`config.mk`:
```
export PLATFORM = sky130hd
export DESIGN_NAME = dsa_readout
export DESIGN_NICKNAME = d
export VERILOG_FILES = /design/src/shared/dsa_pkg.sv /design/src/dsa_sar.sv /design/src/dsa_readout.sv
export SDC_FILE = /design/constraint.sdc
export NUM_CORES = 1
export LEC_CHECK = 0
export BUFFER_PORTS_ARGS = -buffer_cell sky130_fd_sc_hd__buf_2
export CAP_MARGIN = 20
export CORE_UTILIZATION = 45
export CTS_CLUSTER_SIZE = 14
export DETAILED_ROUTE_END_ITERATION = 7
export GPL_TIMING_DRIVEN = 0
export PLACE_DENSITY = 0.76
export REMOVE_ABC_BUFFERS = 1
export SYNTH_ARGS = -nofsm -noshare
export SYNTH_HDL_FRONTEND = slang
export SYNTH_SLANG_ARGS = --single-unit
```
`constraint.sdc`:
```
create_clock -name clk -period 2.2 [get_ports clk]
set_input_delay 0.33 -clock clk [delete_from_list [all_inputs] [get_ports clk]]
set_output_delay 0.33 -clock clk [all_outputs]
set_load 0.05 [all_outputs]
```
`src/shared/dsa_pkg.sv`:
```
// Purpose: Shared constants and types for the differential SAR converter serial readout.
// Assumes: Core clock of 25 MHz; serial clock and select arrive as pins.
// Notes:   Codes are 13-bit two's complement; the search itself runs in offset binary.
package dsa_pkg;

  // Result width and code limits.
  localparam int unsigned        RES_W        = 13;
  localparam logic [RES_W-1:0]   CODE_MOST_NEG = 13'h1000;
  localparam logic [RES_W-1:0]   CODE_MOST_POS = 13'h0fff;
  localparam logic [RES_W-1:0]   CODE_FIRST_POS = 13'h0001;
  localparam logic [RES_W-1:0]   CODE_ZERO     = 13'h0000;
  localparam logic [RES_W-1:0]   SIGN_MASK     = 13'h1000;
  localparam int unsigned        CODE_COUNT    = 8192;

  // Sample window: closed on the first rising edge, open on the second falling edge.
  localparam logic [1:0]         ACQ_FALLS     = 2'h2;
  // Convert window: one serial clock cycle for each result bit.
  localparam logic [3:0]         CONV_BITS     = 4'hd;

  // Core clock and the slowest serial clock worth converting with.
  localparam int unsigned        CLK_HZ        = 25_000_000;
  localparam int unsigned        MIN_SCLK_HZ   = 85_000;
  // Longest gap between falling edges, rounded down to whole core cycles.
  localparam int unsigned        SLOW_GAP_CYC  = CLK_HZ / MIN_SCLK_HZ;
  localparam int unsigned        GAP_W         = 10;
  localparam logic [GAP_W-1:0]   SLOW_GAP_LIM  = GAP_W'(SLOW_GAP_CYC);

  // Reset values of the pin-side outputs.
  localparam logic               DOUT_RST      = 1'b0;
  localparam logic               STANDBY_RST   = 1'b1;

  typedef enum logic [4:0] {
    DSA_STANDBY = 5'h01,
    DSA_WAIT    = 5'h02,
    DSA_ACQ     = 5'h04,
    DSA_CONV    = 5'h08,
    DSA_DONE    = 5'h10
  } dsa_state_t;

  // Offset binary and two's complement differ only in the top bit.
  function automatic logic [RES_W-1:0] dsa_flip_sign(input logic [RES_W-1:0] code);
    dsa_flip_sign = code ^ SIGN_MASK;
  endfunction : dsa_flip_sign

endpackage : dsa_pkg

```
`src/dsa_sar.sv`:
```
// Purpose: Successive-approximation register, one decision per step.
// Assumes: Comparator input is high when the held difference is at or above the trial level.
// Notes:   Searches in offset binary and hands out two's complement to the outside.
`timescale 1ns/1ps
`default_nettype none

module dsa_sar #(
  parameter int unsigned W = dsa_pkg::RES_W
) (
  input  wire logic         clk,
  input  wire logic         nrst,
  input  wire logic         clear,
  input  wire logic         start,
  input  wire logic         step,
  input  wire logic         cmp_ge,
  output logic [W-1:0]      trial,
  output logic              decide_bit,
  output logic              final_step,
  output logic [W-1:0]      result_next
);

  logic [W-1:0] code_q;
  logic [W-1:0] mask_q;
  logic [W-1:0] kept;

  // A failed trial drops the bit under test; a passed one keeps it.
  assign kept        = cmp_ge ? code_q : (code_q & ~mask_q);
  assign trial       = dsa_pkg::dsa_flip_sign(code_q);
  assign final_step  = mask_q[0];
  assign result_next = dsa_pkg::dsa_flip_sign(kept);
  // The top bit goes out as a sign: zero when the positive input is higher.
  assign decide_bit  = mask_q[W-1] ? ~cmp_ge : cmp_ge;

  always_ff @(posedge clk or negedge nrst)
  begin
    if (!nrst)
    begin
      code_q <= '0;
      mask_q <= '0;
    end
    else if (clear)
    begin
      code_q <= '0;
      mask_q <= '0;
    end
    else if (start)
    begin
      code_q <= dsa_pkg::SIGN_MASK;
      mask_q <= dsa_pkg::SIGN_MASK;
    end
    else if (step && (mask_q != '0))
    begin
      code_q <= kept | (mask_q >> 1);
      mask_q <= mask_q >> 1;
    end
  end

endmodule : dsa_sar

`default_nettype wire

```
`src/dsa_readout.sv`:
```
// Purpose: Digital side of a 13-bit differential SAR converter with a read-only serial port.
// Assumes: Host drives serial clock and active-low select; core clock is much faster than both.
// Notes:   Serial clock and select are pins, so both are resynchronised here; only the serial clock is edge-detected.
//
// How it works
// [RULE1] Select going low starts a transaction.
// [RULE2] Select going high aborts any conversion and enters standby.
// [RULE3] Host must raise select between conversions.
// [RULE4] Serial output changes only on serial clock falling edges, one bit each.
// [RULE5] Serial clock starts conversion; each bit leaves as soon as resolved.
// [RULE6] Sample switches stay closed for 1.5 serial clock cycles.
// [RULE7] Both inputs sampled together; hold switches open after acquisition.
// [RULE8] Host supplies 13 more serial clocks, one per result bit.
// [RULE9] Result is 13-bit two's complement, most significant bit first.
// [RULE10] First bit is the sign showing which input is higher.
// [RULE11] Host should keep serial clock at or above 85 kHz while converting.
// [RULE12] No other rate or duty cycle demand on the host.
// [RULE13] 8192 codes over the bipolar range; one polarity gives 12 bits.
// [RULE14] Most negative 0x1000, most positive 0x0fff, first above zero 0x0001.
// [RULE15] Sign is zero when positive input is higher, one otherwise.
// [RULE16] Largest positive result is +4095.
// [RULE17] Serial output driven only while select is low, else released.
// [RULE18] After the last bit, no new sample until select toggles.
`timescale 1ns/1ps
`default_nettype none

module dsa_readout #(
  parameter int unsigned W = dsa_pkg::RES_W
) (
  input  wire logic         clk,
  input  wire logic         nrst,
  input  wire logic         sclk,
  input  wire logic         select_shutdown_n,
  input  wire logic         cmp_ge,
  output logic              dout_o,
  output logic              dout_oe,
  output logic              sample_closed,
  output logic [W-1:0]      dac_trial,
  output logic              standby,
  output logic [W-1:0]      result,
  output logic              result_valid,
  output logic              slow_clock
);

  ////////////////////////////////////////////////////////////////////////////////
  // Pin synchronisers.

  logic       sclk_s1_q;
  logic       sclk_s2_q;
  logic       sclk_s3_q;
  logic       sel_s1_q;
  logic       sel_s2_q;
  logic       cmp_s1_q;
  logic       cmp_s2_q;

  always_ff @(posedge clk or negedge nrst)
  begin
    if (!nrst)
    begin
      sclk_s1_q <= 1'b0;
      sclk_s2_q <= 1'b0;
      sclk_s3_q <= 1'b0;
      sel_s1_q  <= 1'b1;
      sel_s2_q  <= 1'b1;
      cmp_s1_q  <= 1'b0;
      cmp_s2_q  <= 1'b0;
    end
    else
    begin
      sclk_s1_q <= sclk;
      sclk_s2_q <= sclk_s1_q;
      sclk_s3_q <= sclk_s2_q;
      sel_s1_q  <= select_shutdown_n;
      sel_s2_q  <= sel_s1_q;
      cmp_s1_q  <= cmp_ge;
      cmp_s2_q  <= cmp_s1_q;
    end
  end

  logic sclk_rise;
  logic sclk_fall;
  logic selected;

  assign sclk_rise = sclk_s2_q & ~sclk_s3_q;
  assign sclk_fall = ~sclk_s2_q & sclk_s3_q;
  assign selected  = ~sel_s2_q;

  ////////////////////////////////////////////////////////////////////////////////
  // Transaction sequencer.

  dsa_pkg::dsa_state_t state_q;
  dsa_pkg::dsa_state_t state_d;
  logic [1:0]          fall_cnt_q;
  logic [3:0]          bit_cnt_q;

  logic                sar_clear;
  logic                sar_start;
  logic                sar_step;
  logic [W-1:0]        sar_trial;
  logic                sar_bit;
  logic                sar_final;
  logic [W-1:0]        sar_result;

  always_comb
  begin
    state_d = state_q;
    case (state_q)
      dsa_pkg::DSA_STANDBY:
      begin
        if (selected)
          state_d = dsa_pkg::DSA_WAIT;                             // [RULE1]
      end
      dsa_pkg::DSA_WAIT:
      begin
        if (sclk_rise)
          state_d = dsa_pkg::DSA_ACQ;                              // [RULE5]
      end
      dsa_pkg::DSA_ACQ:
      begin
        if (sclk_fall && (fall_cnt_q == dsa_pkg::ACQ_FALLS - 2'h1))
          state_d = dsa_pkg::DSA_CONV;                             // [RULE6]
      end
      dsa_pkg::DSA_CONV:
      begin
        if (sclk_fall && (bit_cnt_q == dsa_pkg::CONV_BITS - 4'h1))
          state_d = dsa_pkg::DSA_DONE;                             // [RULE8]
      end
      dsa_pkg::DSA_DONE:
      begin
        state_d = dsa_pkg::DSA_DONE;                               // [RULE18]
      end
      default:
      begin
        state_d = dsa_pkg::DSA_STANDBY;
      end
    endcase
    // Deselect wins from every state, so an abort never leaves a half search behind.
    if (!selected)
      state_d = dsa_pkg::DSA_STANDBY;                              // [RULE2]
  end

  always_ff @(posedge clk or negedge nrst)
  begin
    if (!nrst)
      state_q <= dsa_pkg::DSA_STANDBY;
    else
      state_q <= state_d;
  end

  // Falling edges seen during acquisition.
  always_ff @(posedge clk or negedge nrst)
  begin
    if (!nrst)
      fall_cnt_q <= 2'h0;
    else if (state_q != dsa_pkg::DSA_ACQ)
      fall_cnt_q <= 2'h0;
    else if (sclk_fall)
      fall_cnt_q <= fall_cnt_q + 2'h1;
  end

  // Bits sent so far in this conversion.
  always_ff @(posedge clk or negedge nrst)
  begin
    if (!nrst)
      bit_cnt_q <= 4'h0;
    else if (state_q != dsa_pkg::DSA_CONV)
      bit_cnt_q <= 4'h0;
    else if (sclk_fall)
      bit_cnt_q <= bit_cnt_q + 4'h1;
  end

  assign sar_clear = !selected;
  assign sar_start = (state_q == dsa_pkg::DSA_ACQ) && (state_d == dsa_pkg::DSA_CONV);
  assign sar_step  = (state_q == dsa_pkg::DSA_CONV) && sclk_fall && selected;

  dsa_sar #(
    .W (W)
  ) u_sar (
    .clk         (clk),
    .nrst        (nrst),
    .clear       (sar_clear),
    .start       (sar_start),
    .step        (sar_step),
    .cmp_ge      (cmp_s2_q),
    .trial       (sar_trial),
    .decide_bit  (sar_bit),
    .final_step  (sar_final),
    .result_next (sar_result)
  );

  ////////////////////////////////////////////////////////////////////////////////
  // Analog switch control and DAC trial level.

  // One control for both inputs keeps the two sampling instants identical.
  always_ff @(posedge clk or negedge nrst)
  begin
    if (!nrst)
      sample_closed <= 1'b0;
    else
      sample_closed <= (state_d == dsa_pkg::DSA_ACQ);              // [RULE6] [RULE7]
  end

  // Conversion works only on held charge; the trial level is all that moves.
  always_ff @(posedge clk or negedge nrst)
  begin
    if (!nrst)
      dac_trial <= dsa_pkg::CODE_ZERO;
    else
      dac_trial <= sar_trial;                                      // [RULE7]
  end

  always_ff @(posedge clk or negedge nrst)
  begin
    if (!nrst)
      standby <= dsa_pkg::STANDBY_RST;
    else
      standby <= (state_d == dsa_pkg::DSA_STANDBY);                // [RULE2]
  end

  ////////////////////////////////////////////////////////////////////////////////
  // Serial output.

  // The sign is decided first, so the word leaves MSB first in two's complement.
  // The last bit stands until deselect, so a host that samples late still catches it.
  always_ff @(posedge clk or negedge nrst)
  begin
    if (!nrst)
      dout_o <= dsa_pkg::DOUT_RST;
    else if (!selected)
      dout_o <= dsa_pkg::DOUT_RST;
    else if (sar_step)
      dout_o <= sar_bit;                         // [RULE4] [RULE5] [RULE9] [RULE10] [RULE15]
  end

  // Released while deselected so several converters can share the data line.
  always_ff @(posedge clk or negedge nrst)
  begin
    if (!nrst)
      dout_oe <= 1'b0;
    else
      dout_oe <= selected;                                         // [RULE17]
  end

  ////////////////////////////////////////////////////////////////////////////////
  // Parallel copy of the finished word.

  // Search covers offset 0..8191, i.e. two's complement 0x1000 up to 0x0fff.
  always_ff @(posedge clk or negedge nrst)
  begin
    if (!nrst)
      result <= dsa_pkg::CODE_ZERO;
    else if (sar_step && sar_final)
      result <= sar_result;                                  // [RULE13] [RULE14] [RULE16]
  end

  always_ff @(posedge clk or negedge nrst)
  begin
    if (!nrst)
      result_valid <= 1'b0;
    else
      result_valid <= sar_step && sar_final;                       // [RULE9]
  end

  ////////////////////////////////////////////////////////////////////////////////
  // Slow serial clock watch.

  // The host may clock as slowly as it likes; held charge decays meanwhile,
  // so a gap longer than the 85 kHz period is only flagged, never refused.
  logic [dsa_pkg::GAP_W-1:0] gap_q;

  always_ff @(posedge clk or negedge nrst)
  begin
    if (!nrst)
      gap_q <= '0;
    else if ((state_q != dsa_pkg::DSA_CONV) || sclk_fall)
      gap_q <= '0;
    else if (gap_q != dsa_pkg::SLOW_GAP_LIM)
      gap_q <= gap_q + dsa_pkg::GAP_W'(1);
  end

  always_ff @(posedge clk or negedge nrst)
  begin
    if (!nrst)
      slow_clock <= 1'b0;
    else if ((state_q == dsa_pkg::DSA_ACQ) && (state_d == dsa_pkg::DSA_CONV))
      slow_clock <= 1'b0;
    else if ((state_q == dsa_pkg::DSA_CONV) && (gap_q == dsa_pkg::SLOW_GAP_LIM))
      slow_clock <= 1'b1;                                          // [RULE11] [RULE12]
  end

endmodule : dsa_readout

`default_nettype wire

```
==> impl_metrics.tcl <==
set metrics [dict create \
    outcome "completed" \
    cts_root_buffer "clkbuf_8" \
    holdWs_ns 0.0745 \
    die-area_um2 8310 \
    cts_buffers 9 \
    switching_share_pct 23.7 \
    rows 32 \
    wl_per_cell_um 14.4 \
    p_sw_uw 739 \
    routed_wl_mm 6.91 \
    vias 2536 \
    ant_nets 0 \
    diodes 0 \
    final_max_slew_viol_count 0 \
    dp_cells 461 \
    synth_seq_cells 86 \
    synthToLayoutAreaGrowth_pct 15.7 \
    cts.sinks 86 \
    drc 0 \
    yosys_warnings 0 \
    reg2reg_setup_slack_ns 0.17 \
    period_share_pct 92.5 \
    start_util_pct 46.3 \
    p_total_mw 3.12 \
    grtUsageTotal_pct 18.7 \
    hpwl_mm 4.53 \
    io_pins 37 \
    insertion_delay_ns 0.35 \
    criticalPathCategory "flop to flop" \
    drtPass1Iterations 8 \
    syn_inst 335 \
    final_common_cell "dfrtp_1" \
    cp.arrival_ns 2.27 \
    layout_common_cells "dfrtp_1, nand2_1, o21ai_0, buf_2, a21oi_1" \
    required_ns 2.44 \
    drive_gt1_share_pct 20.4 \
    worst_slew_pin_slew_ns 0.614 \
    coreArea_um2 7730 \
    synth_top_area_share_pct 57.3 \
    grt_max_degree 48 \
    clkPwrFrac_pct 38.8 \
    setup_viol 0 \
    first_iter_violations 186 \
    yosysUniqueCellTypes 47 \
    fin_nets 383 \
    die_y_um 91.2 \
    avgViaCountPerCell 5.28 \
    h-tree-depth 3 \
    gp_congestion 0.810 \
    async_flop_share_pct 100 \
    synth_area_leaders "dfrtp_1, o21ai_0, nand2_1" \
    grt_pass1_vias 2558 \
    critPathCaptureType "flop" \
    cp-start-kind "flop" \
    avgSynthCellArea_um2 10.7 \
    final_cells 480 \
    io_buffers 36 \
    fin_worst_skew_ns 0.00617 \
    synth_largest_area_cell "dfrtp_1" \
    power_leakage_nw 1.87 \
    power.density_nw_per_um2 753 \
    ir_drop_mv 0.347 \
    ctsLongestPathBuffers 2 \
    antenna_found_initial 0 \
    synth-edff-count 0 \
    hold_viol 0 \
    synth_ff_type "dfrtp_1" \
    min_period_ns 2.03 \
    power_frac_comb_pct 7.2 \
    grt_pass1_wl_mm 12.2 \
    drv_cap 0 \
    tritoncts "built" \
    max_freq_mhz 491 \
    overflow 0 \
    ys_seq_area_share_pct 60.3 \
    synth_area_um2 3580 \
    power_frac_seq_pct 54.0 \
    hold_path_class "input port to flop" \
    slew_headroom_pct 58.5 \
    die_w_um 91.2 \
    worstPathMaxFanout 11 \
    clk_pin_slew_ns 0.08 \
    p_int_mw 2.38 \
]
==> worst paths after layout <==
path | startpoint | endpoint | cells past startpoint
max | state_q[4] | u_sar.mask_q[8] | 5
max reg2reg | state_q[4] | u_sar.mask_q[8] | 5
max in group asynchronous | nrst | standby | 3
min in group asynchronous | nrst | u_sar.code_q[5] | 2
min | select_shutdown_n | sel_s1_q | 1
min reg2reg | sclk_s1_q | sclk_s2_q | 0
==> cell families (layout without fill, tap and decap cells) <==
family / Yosys count / count (layout) / share of synthesized area, %
AO/OA/AOI/OAI: 82 / 82 / 13.8
XOR/XNOR: 13 / 13 / 3.18
adder cells (fa/ha/maj): 5 / 5 / 1.75
buffers and inverters: 36 / 78 / 4.20
flip-flops: 86 / 86 / 60.3
multiplexers: 2 / 2 / 0.594
AND/OR/NAND/NOR: 111 / 112 / 16.2
==> sequential cells by signal, summed over array words and instances, names as in the netlist, 2 cells and up <==
signal and flops:
state_q 5, fall_cnt_q 2, dac_trial 13, gap_q 10, result 13, u_sar.code_q 13, bit_cnt_q 4, u_sar.mask_q 13
==> cell type report <==
cell class | count | area [um2]
repair buffers | 40 | 239
fillers | 674 | 3590
flip-flops and latches | 86 | 2160
multi-input cells | 214 | 1310
clock inverters | 5 | 81.3
well taps | 102 | 128
inverters | 22 | 82.6
clock buffers | 11 | 141
==> Yosys cell counts, types with 4 or more instances <==
library cell  number
dfrtp_1           82
nand2_1           43
o21ai_0           35
a21oi_1           28
nor2_1            23
inv_1             22
nand3_1            9
xnor2_1            8
clkbuf_1           7
buf_2              6
ha_1               5
xor2_1             5
and3_1             4
dfstp_2            4
nor2b_1            4
==> power groups by stage <==
stage          sequential, mW  combinational, mW  clock [mW]
2_1_floorplan            1.73              0.103           0
3_3_place_gp             1.71              0.198           0
3_5_place_dp             1.71              0.213           0
4_1_cts                  1.68              0.224        1.24
5_1_grt                  1.69              0.248        1.31
6_report                 1.68              0.225        1.21
==> per-stage QoR <==
step,instance area [um2],setup WS [ns],setup TNS (ns),utilization [%]
global route,4140,-0.0182,-0.0313,53.6
global placement,3820,-0.546,-9.94,49.4
floorplan,3510,-0.00878,-0.0176,-
CTS,4110,0.0452,0,53.2
finish,4140,0.165,0,53.6
detailed placement,3860,-0.591,-6.95,50.0
==> per-layer routing <==
layer	vias to the layer above	track usage, %	wire length, um
met5	-	0	0
met4	0	6.48	121
met3	10	5.95	323
met2	65	30.1	3370
met1	1240	23.8	3090
li1	1221	-	-
==> critical path, stage by stage, from the launching register on <==
cell	delay, ns
dfrtp_1	0.49
or4b_4	0.61
o21ai_4	0.31
buf_6	0.20
nor2_1	0.07
a32o_2	0.24
==> repair_timing <==
item,CTS,global route
resized for setup,3,4
endpoints found under the hold margin,36,0
cloned,1,0
hold buffers,1,0
setup buffers,0,1
pin swaps,1,2
endpoints found under the setup margin,19,23
Power figures use the tool's default switching activity.
